**src/rtl/auto_low_limit_adjust_defs.vh**
```
`ifndef AUTO_LOW_LIMIT_ADJUST_DEFS_VH
`define AUTO_LOW_LIMIT_ADJUST_DEFS_VH
`define AUTO_LOW_LIMIT_ADJUST_ADDR_STEP_REM 8'hb4
`define AUTO_LOW_LIMIT_ADJUST_ADDR_STEP_AMB 8'hb5
`define AUTO_LOW_LIMIT_ADJUST_ADDR_DLY_REM 8'hb6
`define AUTO_LOW_LIMIT_ADJUST_ADDR_ENABLE 8'hb7
`define AUTO_LOW_LIMIT_ADJUST_ADDR_STATUS 8'hb8
`define AUTO_LOW_LIMIT_ADJUST_ADDR_RSV_RW 8'hba
`define AUTO_LOW_LIMIT_ADJUST_ADDR_RSV_RO_A 8'hbb
`define AUTO_LOW_LIMIT_ADJUST_ADDR_RSV_RO_B 8'hbd
`define AUTO_LOW_LIMIT_ADJUST_ADDR_TOP_Z1 8'hae
`define AUTO_LOW_LIMIT_ADJUST_ADDR_TOP_Z3 8'haf
`define AUTO_LOW_LIMIT_ADJUST_ADDR_TOP_Z2 8'hb3
`define AUTO_LOW_LIMIT_ADJUST_ADDR_CTRL 8'hf0
`define AUTO_LOW_LIMIT_ADJUST_RST_RSV_RW 8'h03
`define AUTO_LOW_LIMIT_ADJUST_RST_TOP 8'h2d
`define AUTO_LOW_LIMIT_ADJUST_EN_TOPINT 0
`define AUTO_LOW_LIMIT_ADJUST_EN_Z2 1
`define AUTO_LOW_LIMIT_ADJUST_EN_Z1 2
`define AUTO_LOW_LIMIT_ADJUST_EN_Z3 3
`define AUTO_LOW_LIMIT_ADJUST_ST_Z2 0
`define AUTO_LOW_LIMIT_ADJUST_ST_Z1 1
`define AUTO_LOW_LIMIT_ADJUST_ST_Z3 2
`define AUTO_LOW_LIMIT_ADJUST_CTRL_LOCK 0
`define AUTO_LOW_LIMIT_ADJUST_CTRL_GIE 1
`define AUTO_LOW_LIMIT_ADJUST_CLK_HZ 200000000
`define AUTO_LOW_LIMIT_ADJUST_MINUTE_S 60
`define AUTO_LOW_LIMIT_ADJUST_MINUTE_CYC 36'd12000000000
`endif

```
**src/rtl/auto_low_limit_adjust_tick.v**
```verilog
`timescale 1ns/100ps
// One-cycle enable pulse every PERIOD cycles
module auto_low_limit_adjust_tick #(
  parameter PERIOD = 36'd12000000000
) (
  input wire i_clock,
  input wire i_rstn,
  output reg o_tick
);
  reg [35:0] cnt_r;
  always @(posedge i_clock) begin
    if (!i_rstn) begin
      cnt_r <= 36'h0;
      o_tick <= 1'b0;
    end else if (cnt_r >= PERIOD - 1) begin
      cnt_r <= 36'h0;
      o_tick <= 1'b1;
    end else begin
      cnt_r <= cnt_r + 36'h1;
      o_tick <= 1'b0;
    end
  end
endmodule

```
**src/rtl/auto_low_limit_adjust_zone.v**
```verilog
`timescale 1ns/100ps
`include "auto_low_limit_adjust_defs.vh"
// Per-zone delay timer and low-limit adjust request
module auto_low_limit_adjust_zone (
  // Clock and reset
  input wire i_clock,
  input wire i_rstn,
  // Control
  input wire i_min_tick,
  input wire i_enable,
  input wire i_hot,
  input wire [1:0] i_delay_sel,
  // Request
  output reg o_adjust
);
  reg [2:0] wait_r;
  always @(posedge i_clock) begin
    if (!i_rstn) begin
      wait_r <= 3'h0;
      o_adjust <= 1'b0;
    end else begin
      o_adjust <= 1'b0;
      if (!i_enable) begin
        wait_r <= 3'h0;
      end else if (wait_r != 3'h0) begin
        if (i_min_tick)
          wait_r <= wait_r - 3'h1;
      end else if (i_hot) begin
        o_adjust <= 1'b1;
        wait_r <= {1'b0, i_delay_sel} + 3'h1;
      end
    end
  end
endmodule

```
**src/rtl/auto_low_limit_adjust_top.v**
```verilog
`timescale 1ns/100ps
`include "auto_low_limit_adjust_defs.vh"
// Automatic low-limit adjustment for three temperature zones
module auto_low_limit_adjust_top #(
  parameter MINUTE_CYC = 36'd12000000000
) (
  // Clock and reset
  input wire i_clock,
  input wire i_rstn,
  // Register port
  input wire [7:0] i_addr,
  input wire [7:0] i_wdata,
  input wire i_wr,
  input wire i_rd,
  output reg [7:0] o_rdata,
  // Temperature readings, zones 1..3
  input wire [7:0] i_zone1_temp,
  input wire [7:0] i_zone2_temp,
  input wire [7:0] i_zone3_temp,
  // Power good pin
  input wire i_main_power_good,
  // Low-limit adjust requests and step amounts
  output reg [2:0] o_adjust,
  output reg [3:0] o_zone1_step,
  output reg [3:0] o_zone2_step,
  output reg [3:0] o_zone3_step,
  // Interrupt
  output reg o_monitor_irq_pin_n
);
  reg [7:0] step_rem_r;
  reg [7:0] step_amb_r;
  reg [7:0] dly_rem_r;
  reg [7:0] enable_r;
  reg [2:0] status_r;
  reg [7:0] rsv_rw_r;
  reg [7:0] top1_r;
  reg [7:0] top2_r;
  reg [7:0] top3_r;
  reg lock_r;
  reg gie_r;
  reg pg_s1_r;
  reg pg_s2_r;
  reg pg_d_r;
  reg [7:0] rd_nxt;
  reg [2:0] status_nxt;
  wire min_tick;
  wire [2:0] hot;
  wire [2:0] adj;
  wire pg_rise;
  wire wr_ok;

  function [3:0] step_deg;
    input [1:0] sel;
    begin
      step_deg = {1'b0, sel, 1'b0} + 4'h2;
    end
  endfunction

  assign hot[`AUTO_LOW_LIMIT_ADJUST_ST_Z1] = i_zone1_temp >= top1_r;
  assign hot[`AUTO_LOW_LIMIT_ADJUST_ST_Z2] = i_zone2_temp >= top2_r;
  assign hot[`AUTO_LOW_LIMIT_ADJUST_ST_Z3] = i_zone3_temp >= top3_r;
  assign pg_rise = pg_s2_r & ~pg_d_r;
  assign wr_ok = i_wr & ~lock_r;

  auto_low_limit_adjust_tick #(.PERIOD(MINUTE_CYC)) u_tick (
    .i_clock(i_clock),
    .i_rstn(i_rstn),
    .o_tick(min_tick)
  );

  auto_low_limit_adjust_zone u_z1 (
    .i_clock(i_clock),
    .i_rstn(i_rstn),
    .i_min_tick(min_tick),
    .i_enable(enable_r[`AUTO_LOW_LIMIT_ADJUST_EN_Z1]),
    .i_hot(hot[`AUTO_LOW_LIMIT_ADJUST_ST_Z1]),
    .i_delay_sel(dly_rem_r[7:6]),
    .o_adjust(adj[`AUTO_LOW_LIMIT_ADJUST_ST_Z1])
  );
  auto_low_limit_adjust_zone u_z2 (
    .i_clock(i_clock),
    .i_rstn(i_rstn),
    .i_min_tick(min_tick),
    .i_enable(enable_r[`AUTO_LOW_LIMIT_ADJUST_EN_Z2]),
    .i_hot(hot[`AUTO_LOW_LIMIT_ADJUST_ST_Z2]),
    .i_delay_sel(step_amb_r[1:0]),
    .o_adjust(adj[`AUTO_LOW_LIMIT_ADJUST_ST_Z2])
  );
  auto_low_limit_adjust_zone u_z3 (
    .i_clock(i_clock),
    .i_rstn(i_rstn),
    .i_min_tick(min_tick),
    .i_enable(enable_r[`AUTO_LOW_LIMIT_ADJUST_EN_Z3]),
    .i_hot(hot[`AUTO_LOW_LIMIT_ADJUST_ST_Z3]),
    .i_delay_sel(dly_rem_r[5:4]),
    .o_adjust(adj[`AUTO_LOW_LIMIT_ADJUST_ST_Z3])
  );

  // Power good is a pin: two flops before use
  // Reset to the idle high level so leaving reset is not taken as a rise
  always @(posedge i_clock) begin
    if (!i_rstn) begin
      pg_s1_r <= 1'b1;
      pg_s2_r <= 1'b1;
      pg_d_r <= 1'b1;
    end else begin
      pg_s1_r <= i_main_power_good;
      pg_s2_r <= pg_s1_r;
      pg_d_r <= pg_s2_r;
    end
  end

  // Set wins over the write-one clear; a hot zone is cleared only by a power-good rise
  always @* begin
    status_nxt = status_r;
    if (i_wr && i_addr == `AUTO_LOW_LIMIT_ADJUST_ADDR_STATUS)
      status_nxt = status_r & ~(i_wdata[2:0] & ~hot);
    status_nxt = status_nxt | hot;
    if (pg_rise)
      status_nxt = 3'h0;
  end

  always @* begin
    case (i_addr)
      `AUTO_LOW_LIMIT_ADJUST_ADDR_STEP_REM: rd_nxt = {step_rem_r[7:4], 4'h0};
      `AUTO_LOW_LIMIT_ADJUST_ADDR_STEP_AMB: rd_nxt = {2'b00, step_amb_r[5:4], 2'b00, step_amb_r[1:0]};
      `AUTO_LOW_LIMIT_ADJUST_ADDR_DLY_REM: rd_nxt = {dly_rem_r[7:4], 4'h0};
      `AUTO_LOW_LIMIT_ADJUST_ADDR_ENABLE: rd_nxt = {4'h0, enable_r[3:0]};
      `AUTO_LOW_LIMIT_ADJUST_ADDR_STATUS: rd_nxt = {5'h00, status_r};
      `AUTO_LOW_LIMIT_ADJUST_ADDR_RSV_RW: rd_nxt = rsv_rw_r;
      `AUTO_LOW_LIMIT_ADJUST_ADDR_TOP_Z1: rd_nxt = top1_r;
      `AUTO_LOW_LIMIT_ADJUST_ADDR_TOP_Z2: rd_nxt = top2_r;
      `AUTO_LOW_LIMIT_ADJUST_ADDR_TOP_Z3: rd_nxt = top3_r;
      `AUTO_LOW_LIMIT_ADJUST_ADDR_CTRL: rd_nxt = {6'h00, gie_r, lock_r};
      default: rd_nxt = 8'h00;
    endcase
  end

  always @(posedge i_clock) begin
    if (!i_rstn) begin
      step_rem_r <= 8'h00;
      step_amb_r <= 8'h00;
      dly_rem_r <= 8'h00;
      enable_r <= 8'h00;
      status_r <= 3'h0;
      rsv_rw_r <= `AUTO_LOW_LIMIT_ADJUST_RST_RSV_RW;
      top1_r <= `AUTO_LOW_LIMIT_ADJUST_RST_TOP;
      top2_r <= `AUTO_LOW_LIMIT_ADJUST_RST_TOP;
      top3_r <= `AUTO_LOW_LIMIT_ADJUST_RST_TOP;
      lock_r <= 1'b0;
      gie_r <= 1'b0;
      o_rdata <= 8'h00;
      o_adjust <= 3'h0;
      o_zone1_step <= 4'h2;
      o_zone2_step <= 4'h2;
      o_zone3_step <= 4'h2;
      o_monitor_irq_pin_n <= 1'b1;
    end else begin
      status_r <= status_nxt;
      o_rdata <= i_rd ? rd_nxt : 8'h00;
      o_adjust <= adj;
      o_zone1_step <= step_deg(step_rem_r[7:6]);
      o_zone3_step <= step_deg(step_rem_r[5:4]);
      o_zone2_step <= step_deg(step_amb_r[5:4]);
      o_monitor_irq_pin_n <= ~(|status_r & enable_r[`AUTO_LOW_LIMIT_ADJUST_EN_TOPINT] & gie_r);
      if (pg_rise) begin
        top1_r <= `AUTO_LOW_LIMIT_ADJUST_RST_TOP;
        top2_r <= `AUTO_LOW_LIMIT_ADJUST_RST_TOP;
        top3_r <= `AUTO_LOW_LIMIT_ADJUST_RST_TOP;
      end
      if (i_wr) begin
        case (i_addr)
          `AUTO_LOW_LIMIT_ADJUST_ADDR_CTRL: begin
            // Lock is sticky until reset
            lock_r <= lock_r | i_wdata[`AUTO_LOW_LIMIT_ADJUST_CTRL_LOCK];
            gie_r <= i_wdata[`AUTO_LOW_LIMIT_ADJUST_CTRL_GIE];
          end
          `AUTO_LOW_LIMIT_ADJUST_ADDR_RSV_RW: rsv_rw_r <= i_wdata;
          default: begin
          end
        endcase
      end
      if (wr_ok) begin
        case (i_addr)
          `AUTO_LOW_LIMIT_ADJUST_ADDR_STEP_REM: step_rem_r <= {i_wdata[7:4], 4'h0};
          `AUTO_LOW_LIMIT_ADJUST_ADDR_STEP_AMB: step_amb_r <= {2'b00, i_wdata[5:4], 2'b00, i_wdata[1:0]};
          `AUTO_LOW_LIMIT_ADJUST_ADDR_DLY_REM: dly_rem_r <= {i_wdata[7:4], 4'h0};
          `AUTO_LOW_LIMIT_ADJUST_ADDR_ENABLE: enable_r <= {4'h0, i_wdata[3:0]};
          `AUTO_LOW_LIMIT_ADJUST_ADDR_TOP_Z1: top1_r <= i_wdata;
          `AUTO_LOW_LIMIT_ADJUST_ADDR_TOP_Z2: top2_r <= i_wdata;
          `AUTO_LOW_LIMIT_ADJUST_ADDR_TOP_Z3: top3_r <= i_wdata;
          default: begin
          end
        endcase
      end
    end
  end
endmodule

```
**config.mk**
```make
export PLATFORM = sky130hd
export DESIGN_NAME = auto_low_limit_adjust_top
export DESIGN_NICKNAME = d
export VERILOG_FILES = /design/src/rtl/auto_low_limit_adjust_tick.v /design/src/rtl/auto_low_limit_adjust_zone.v /design/src/rtl/auto_low_limit_adjust_top.v
export VERILOG_INCLUDE_DIRS = /design/src /design/src/rtl
export SDC_FILE = /design/constraint.sdc
export NUM_CORES = 1
export LEC_CHECK = 0
export ABC_AREA = 1
export BUFFER_PORTS_ARGS = -buffer_cell sky130_fd_sc_hd__buf_2
export CAP_MARGIN = 20
export CORE_MARGIN = 1
export CORE_UTILIZATION = 30
export DETAILED_ROUTE_END_ITERATION = 7
export PLACE_DENSITY = 0.54
export SLEW_MARGIN = 15
export SYNTH_ARGS = -nofsm -noshare
export SYNTH_HDL_FRONTEND = slang
export SYNTH_SLANG_ARGS = --single-unit
```
**constraint.sdc**
```tcl
create_clock -name i_clock -period 2.2 [get_ports i_clock]
set_input_delay 0.44 -clock i_clock [delete_from_list [all_inputs] [get_ports i_clock]]
set_output_delay 0.44 -clock i_clock [all_outputs]
set_load 0.005 [all_outputs]
```
==> results of run 1 <==
==> layout make-up <==
class / instances / area (um^2) / share of cell area
clock buffers: 21 / 470 / 0.0596
clock inverters: 11 / 131 / 0.0166
inverters: 145 / 544 / 0.0689
multi-input cells: 695 / 3490 / 0.442
flip-flops and latches: 126 / 2520 / 0.319
well taps: 280 / 350 / 0.0444
repair buffers: 73 / 385 / 0.0488
==> critical path: stages, from the launching register on <==
cell,delay [ns]
dfxtp_1,0.37
ha_1,0.26
nand2_2,0.09
nor2_4,0.09
nand3_1,0.14
nor2_1,0.19
nand2_1,0.07
nand2_1,0.07
nor2_2,0.05
nand2_4,0.30
nor2_1,0.09
==> routing by layer <==
| metal | up-vias | GRT usage | wire [um] | part of all wire |
|---|---|---|---|---|
| met4 | 0 | 0.0500 | 240 | 0.013 |
| met2 | 144 | 0.263 | 8110 | 0.45 |
| met3 | 19 | 0.0358 | 924 | 0.051 |
| li1 | 3248 | - | - | - |
| met1 | 2722 | 0.226 | 8870 | 0.49 |
| met5 | - | 0 | 0 | 0 |
==> metrics by stage <==
step	setup WS [ns]	cell area, um^2	hold WS (ns)
after global placement	0.243	7300	0.395
after detailed placement	0.233	7300	0.403
after floorplan	0.662	6690	0.375
final	0.336	7900	0.248
after CTS	0.330	7900	0.227
after global routing	0.136	7900	0.235
==> worst paths after layout <==
| check | to |
|---|---|
| setup / recovery | u_tick.cnt_r[30] |
| hold / removal | pg_s1_r |
| setup reg to reg | u_tick.cnt_r[30] |
| hold reg to reg | o_zone2_step[1] |
==> sequential cells by signal, indices dropped and copies added, names as in the netlist, 4 cells and up <==
signal / count
u_tick.cnt_r: 36
o_rdata: 8
rsv_rw_r: 8
top1_r: 8
top2_r: 8
top3_r: 8
dly_rem_r: 4
enable_r: 4
step_amb_r: 4
step_rem_r: 4
==> cells in the mapped netlist (all sizes together), types with 3 or more instances <==
master | count | area, um^2
nand3 | 44 | 230
buf | 13 | 98.8
clkbuf | 7 | 26.3
nand2 | 254 | 986
xor2 | 12 | 105
inv | 143 | 537
a31oi | 3 | 18.8
o211ai | 17 | 128
xnor2 | 8 | 70.1
nand4 | 8 | 56.3
o22ai | 5 | 31.3
a21oi | 44 | 220
ha | 37 | 463
o21ai | 59 | 295
or2 | 4 | 25.0
nor3 | 15 | 80.1
dfxtp | 126 | 2520
nor2 | 169 | 682
==> logic make-up (layout without fill, tap and decap cells) <==
family | after synthesis | after routing | share of synthesized area
AOI/OAI and AO/OA | 134 | 134 | 0.111
buffers and inverters | 165 | 250 | 0.100
and+or+nand+nor | 499 | 499 | 0.314
DFF | 126 | 126 | 0.378
xor gates and xnor gates | 20 | 20 | 0.0263
other | 1 | 5 | 0.000562
adders and majority gates | 37 | 37 | 0.0694
==> placed cells by master, fill, tap and decap left out, drive strengths merged, types with 6 or more instances in the layout <==
master	n
a21oi	44
buf	73
clkbuf	21
clkinv	6
dfxtp	126
ha	37
inv	145
nand2	254
nand3	44
nand4	8
nor2	169
nor3	15
o211ai	17
o21ai	59
xnor2	8
xor2	12
==> power by group through the flow <==
stage          clock (W)  combinational, W  sequential (W)
2_1_floorplan          0          0.000152         0.00235
3_3_place_gp           0          0.000257         0.00235
3_5_place_dp           0          0.000257         0.00235
4_1_cts          0.00293          0.000259         0.00230
5_1_grt          0.00302          0.000291         0.00231
6_report         0.00286          0.000257         0.00230
==> impl_metrics.ini, run 1 <==
[clock_tree]
root_buffer = clkbuf_16
cts_buffer_depth = 2
post_cts_resized = 0
numCtsBuffers = 17
clk_pin_slew_ns = 0.06
cts.sinks = 126
cts_hold_buf = 0
clock_latency_ns = 0.42
htreeDepth = 4
cts_setup_buffers = 0
cts_tree = yes

[power_and_ir_drop]
switching_power_w = 0.00127
combPwrFrac = 0.047
p_total_w = 0.00542
p_leak_nw = 3.50
peakVddDrop_mv = 0.466
pwr-share-clk = 0.528
seqPwrFrac = 0.425
power.density_mw_per_mm2 = 687
internal_power_w = 0.00415
swShare = 0.235

[die]
dieArea_mm2 = 0.0228
die_w_um = 151
num_rows = 54
fp.dieH_um = 151
ios = 69
start_util = 0.306
core-area_mm2 = 0.0218

[timing]
fin_crit_sh = 0.847
skew_ns = 0.0132
rsz0062_at_grt = false
tightest_slew_ns = 0.526
max_freq_mhz = 536
setup_viol = 0
hold_viol = 0
fin_setup_tns_ns = 0
period_needed_ns = 1.86
max-slew-margin-rel = 0.647
drv_slew = 0

[critical_path]
cp_max_fo = 34
rr_worst_depth = 10
rr_startpoint = u_tick.cnt_r[0]
cp-startpoint = u_tick.cnt_r[0]
critPathArrivalTime_ns = 2.16
cp-start-kind = flop
rrSetupSlack_ns = 0.34
required_ns = 2.49
cp-end-kind = flop
critPathKind = reg2reg

[layout]
drive_gt1_frac = 0.126
nFillCells = 2367
antenna-diode-count = 0
final_util = 0.362
area_growth_pct = 18.4
fin_cells = 1351
fin_nets = 1140

[synth]
synth_seq_cells = 126
async_reset_ff_frac = 0
synth_cells = 982
synth_edf_count = 0
synth_area_mm2 = 0.00667
yosysWarnings = 0
synth-main-ff-cell = dfxtp_1
synth-seq-area-share = 0.378
synth_area_per_cell_um2 = 6.79
synth.distinct_cells = 39

[grt]
grt_pass1_wl_um = 28800
grt_overflow_total = 0
grt_pass1_vias = 5523
grt_max_degree = 37
antenna_found_initial = 0
grt_usage = 0.167

[min_path]
hold_path_class = in2reg
worstHoldStart = i_main_power_good
min_path_cells = 2

[route]
finalWirelength_um = 18100
routed_via_density = 4.54
drt_iter0_markers = 368
route.vias.total = 6133
drt_first_pass_iters = 5
drtAntennaViolNets = 0
wl_per_cell_um = 13.4
drcViolationCount = 0

[placed_design]
port_buffers = 65
hpwl_um = 13800
dpl.cell_count = 1319
place_congestion = 0.878

[flow_run]
maxCapViolations = 0

[outcome]
status = finished, final reports clean
(Power assumes the default switching activity.)
==> run 2: changes to the inputs <==
==> constraint.sdc (replaced) <==
create_clock -name i_clock -period 1.85 [get_ports i_clock]
set_input_delay 0.37 -clock i_clock [delete_from_list [all_inputs] [get_ports i_clock]]
set_output_delay 0.37 -clock i_clock [all_outputs]
set_load 0.005 [all_outputs]
==> impl_metrics.ini, run 2 (synthesized netlist as in run 1, its figures left out) <==
[outcome]
status = finished, final reports clean

[critical_path]
timing.rr.end = u_tick.cnt_r[5]
cp-start-kind = flop
cp_max_fo = 18
critPathCapture = u_tick.cnt_r[5]
critPathKind = reg2reg
rr_worst_depth = 11
cp_cell_sequence = ha_1 -> nand2_2 -> nor2_4 -> nand3_1 -> nor2_1 -> nand2_1 -> nand2_1 -> nor2_2 -> nand2_4 -> buf_12 -> nor2_1
worst_path_max_delay_cell = dfxtp_1
rr_startpoint = u_tick.cnt_r[0]
cp-startpoint = u_tick.cnt_r[0]
required_ns = 2.16
rrSetupSlack_ns = 0.17
cp-end-kind = flop
critPathArrivalTime_ns = 1.99
cpPeakStageDelay_ns = 0.37

[placed_design]
hpwl_um = 14200
place_congestion = 0.914
place_ws_ns = 0.0398
dpl-instance-area_mm2 = 0.00743
port_buffers = 65

[timing]
fin_crit_sh = 0.910
period_needed_ns = 1.68
setup_ws_ns = 0.166
skew_ns = 0.0105
drv_slew = 0
hold_viol = 0
max_freq_mhz = 594
fin_setup_tns_ns = 0
rsz0062_at_grt = false
setup_viol = 0

[power_and_ir_drop]
swShare = 0.232
switching_power_w = 0.00149
combPwrFrac = 0.052
p_total_w = 0.00643
power.density_mw_per_mm2 = 801
seqPwrFrac = 0.426
internal_power_w = 0.00494
peakVddDrop_mv = 0.544
pwr-share-clk = 0.522
p_leak_nw = 3.57

[die]
start_util = 0.306
core-area_mm2 = 0.0218
ios = 69
fp.dieH_um = 151
dieArea_mm2 = 0.0228
num_rows = 54
die_w_um = 151

[clock_tree]
cts_setup_buffers = 0
cts_tree = yes
htreeDepth = 4
cts.sinks = 126
clk_pin_slew_ns = 0.05
numCtsBuffers = 17
cts_buffer_depth = 2
clock_latency_ns = 0.43
root_buffer = clkbuf_16

[grt]
grt_max_degree = 28
grt_overflow_total = 0
antenna_found_initial = 0
grt_pass1_wl_um = 29000
grt.busiest_layer = met2
use_met1 = 0.230
use_met2 = 0.260
gr-usage-met3 = 0.0328
grt_usage = 0.169
grt_pass1_vias = 5634

[layout]
layout_common_cells = nand2_1 (238), nor2_1 (158), inv_1 (140), dfxtp_1 (126), buf_2 (65)
multi_input_area_mm2 = 0.00351
drive_gt1_frac = 0.140
final_area_mm2 = 0.00803
largest_reg_flops = 36
fin_nets = 1151
final_util = 0.368
nFillCells = 2349
final_common_cell = nand2_1
largest-register = u_tick.cnt_r
register_area_mm2 = 0.00252
area_growth_pct = 20.4
antenna-diode-count = 0

[route]
drt_iter0_markers = 329
finalWirelength_um = 18400
route.vias.total = 6282
routed_via_density = 4.61
drtAntennaViolNets = 0
drcViolationCount = 0
wl_per_cell_um = 13.5
drt_first_pass_iters = 5

[flow_run]
maxCapViolations = 0

[min_path]
hold_path_class = in2reg
## run 2: cell types whose count changed in the layout (fill, tap and decap cells not counted), sizes merged
cell	before	now
buf	73	84
clkbuf	21	23
clkinv	6	4
clkinvlp	3	4
inv	145	144
## run 2: worst max-delay path: cells and delay by family (launching register included)
kind	cells	cell delay (ns)
DFF	1	0.37
buffers and inverters	1	0.15
and+or+nand+nor	9	0.85
adders and majority gates	1	0.20
## run 2: power groups by stage
stage          Combinational [W]  Clock (W)  Sequential, W
2_1_floorplan           0.000181          0        0.00280
3_3_place_gp            0.000328          0        0.00280
3_5_place_dp            0.000330          0        0.00280
4_1_cts                 0.000331    0.00343        0.00274
5_1_grt                 0.000375    0.00352        0.00274
6_report                0.000332    0.00336        0.00274
## run 2: layout make-up
type / count / share of cell area
timing repair buffer: 84 / 0.0645
clock inverter: 9 / 0.0136
clock buffer: 23 / 0.0595
sequential: 126 / 0.314
tap: 280 / 0.0436
inverter: 145 / 0.0678
multi-input combinational: 695 / 0.437
## run 2: worst min-delay path by stage
stage / cells past startpoint / slack [ns] / from / end
2_1_floorplan: 1 / 0.38 / step_amb_r[4] / o_zone2_step[1]
3_3_place_gp: 1 / 0.39 / step_amb_r[4] / o_zone2_step[1]
3_5_place_dp: 1 / 0.40 / step_amb_r[4] / o_zone2_step[1]
4_1_cts: 2 / 0.15 / i_main_power_good / pg_s1_r
5_1_grt: 2 / 0.17 / i_main_power_good / pg_s1_r
6_report: 2 / 0.17 / i_main_power_good / pg_s1_r
## run 2: timing repair
item	4_1_cts	5_1_grt
hold buffers	0	0
gates resized for setup	0	7
setup endpoints to repair	0	7
## run 2: metrics by stage
stage	instances	hold slack, ns
after global routing	1362	0.171
final	1362	0.169
after floorplan	986	0.375
after detailed placement	1330	0.398
after global placement	1330	0.394
after CTS	1362	0.153
## run 2: metal layers
| layer | up-vias | wire length (um) |
|---|---|---|
| met3 | 27 | 944 |
| met5 | - | 0 |
| li1 | 3262 | - |
| met4 | 0 | 395 |
| met1 | 2830 | 9080 |
| met2 | 163 | 7990 |
==> run 3: changes to the inputs <==
--- a/config.mk
+++ b/config.mk
@@ -11,6 +11,7 @@
 export CAP_MARGIN = 20
 export CORE_MARGIN = 1
 export CORE_UTILIZATION = 30
+export CTS_CLUSTER_SIZE = 30
 export DETAILED_ROUTE_END_ITERATION = 7
 export PLACE_DENSITY = 0.54
 export SLEW_MARGIN = 15
==> constraint.sdc (replaced) <==
create_clock -name i_clock -period 2 [get_ports i_clock]
set_input_delay 0.4 -clock i_clock [delete_from_list [all_inputs] [get_ports i_clock]]
set_output_delay 0.4 -clock i_clock [all_outputs]
set_load 0.005 [all_outputs]
==> impl_metrics.ini, run 3 (synthesized netlist as in run 1, its figures left out) <==
[outcome]
status = finished, final reports clean

[min_path]
hold_path_class = in2reg
min_path_cells = 2

[route]
drcViolationCount = 0
route.vias.total = 6244
routed-wl-met2_um = 8170
drtAntennaViolNets = 0
routed_via_density = 4.61
finalWirelength_um = 18400
met1Wirelength_um = 8980
drt_iter0_markers = 438
drt_first_pass_iters = 5
dr_wl_met3_um = 1050
wl_per_cell_um = 13.6
highest_layer = met4

[die]
start_util = 0.306
fp.dieH_um = 151
num_rows = 54
ios = 69
die_w_um = 151
core-area_mm2 = 0.0218
dieArea_mm2 = 0.0228

[clock_tree]
numCtsBuffers = 17
cts_setup_buffers = 0
clock_latency_ns = 0.43
cts_tree = yes
cts_hold_buf = 0
root_buffer = clkbuf_16
clk_pin_slew_ns = 0.05
post_cts_resized = 0
cts_buffer_depth = 2
htreeDepth = 4
cts.sinks = 126

[layout]
antenna-diode-count = 0
final_common_cell = nand2_1
multi_input_area_mm2 = 0.00349
fin_nets = 1145
register_area_mm2 = 0.00252
largest_reg_flops = 36
area_growth_pct = 19.3
layout_common_cells = nand2_1 (245), nor2_1 (158), inv_1 (140), dfxtp_1 (126), buf_2 (65)
nFillCells = 2373
drive_gt1_frac = 0.128
final_area_mm2 = 0.00796
largest-register = u_tick.cnt_r

[power_and_ir_drop]
switching_power_w = 0.00139
pwr-share-clk = 0.528
p_total_w = 0.00600
p_leak_nw = 3.53
seqPwrFrac = 0.423
internal_power_w = 0.00461
combPwrFrac = 0.050
swShare = 0.232
peakVddDrop_mv = 0.623
power.density_mw_per_mm2 = 754

[timing]
fin_setup_tns_ns = 0
fin_hold_ws_ns = 0.209
hold_viol = 0
max_freq_mhz = 558
skew_ns = 0.00998
period_needed_ns = 1.79
setup_viol = 0
rsz0062_at_grt = false
fin_crit_sh = 0.896
drv_slew = 0

[placed_design]
place_congestion = 0.946
hpwl_um = 14000
dpl-instance-area_mm2 = 0.00737
port_buffers = 65

[critical_path]
rrSetupSlack_ns = 0.21
cp-start-kind = flop
critPathKind = reg2reg
required_ns = 2.31
rr_startpoint = u_tick.cnt_r[0]
rr_worst_depth = 11
cp-end-kind = flop
timing.rr.end = u_tick.cnt_r[4]
cp_max_fo = 21
critPathArrivalTime_ns = 2.11
cp-startpoint = u_tick.cnt_r[0]
critPathCapture = u_tick.cnt_r[4]

[grt]
grt_pass1_wl_um = 29000
grt_pass1_vias = 5528
antenna_found_initial = 0
grt_max_degree = 30
grt_overflow_total = 0
grt_usage = 0.169

[flow_run]
maxCapViolations = 0
run 3: cell types whose count changed in the layout (fill, tap and decap cells not counted):
cell / delta
buf_12: -1
buf_4: -5
bufinv_16: +1
clkbuf_1: -1
clkbuf_8: -2
clkinv_4: +1
clkinvlp_4: -1
nand2_1: +7
nand2_2: -7
run 3: layout make-up:
class                      count  area share
multi-input combinational    695       0.439
sequential                   126       0.317
inverter                     145      0.0684
timing repair buffer          78      0.0579
clock buffer                  20      0.0561
tap                          280      0.0440
clock inverter                10      0.0176
run 3: through the flow:
stage,util,instances,setup slack [ns]
floorplan,-,986,0.462
global placement,0.338,1324,0.217
detailed placement,0.338,1324,0.193
CTS,0.365,1354,0.232
global route,0.365,1354,0.0556
finish,0.365,1354,0.209
run 3: worst min path at each step:
stage	startpoint	to
floorplan	step_amb_r[4]	o_zone2_step[1]
global placement	step_amb_r[4]	o_zone2_step[1]
detailed placement	u_z1.o_adjust	o_adjust[1]
CTS	i_main_power_good	pg_s1_r
global route	i_main_power_good	pg_s1_r
finish	i_main_power_good	pg_s1_r
run 3: power by group through the flow:
stage | combinational [W] | clock (W) | sequential, W
after floorplan | 0.000167 | 0 | 0.00259
after global routing | 0.000336 | 0.00333 | 0.00254
final | 0.000297 | 0.00316 | 0.00254
after global placement | 0.000296 | 0 | 0.00259
after CTS | 0.000299 | 0.00321 | 0.00253
after detailed placement | 0.000297 | 0 | 0.00259
run 3: per-layer routing:
layer	global-route usage	vias to the layer above
met5	0	-
met4	0.0575	0
met3	0.0304	17
met2	0.267	171
met1	0.231	2803
li1	-	3253
run 3: worst max-delay path, stage by stage (launching register included):
cell,delay [ns]
dfxtp_1,0.37
ha_1,0.20
nand2_2,0.07
nor2_4,0.17
nand3_1,0.14
nor2_1,0.22
nand2_1,0.07
nand2_1,0.08
nor2_2,0.05
nand2_4,0.08
buf_12,0.16
nor2_1,0.05
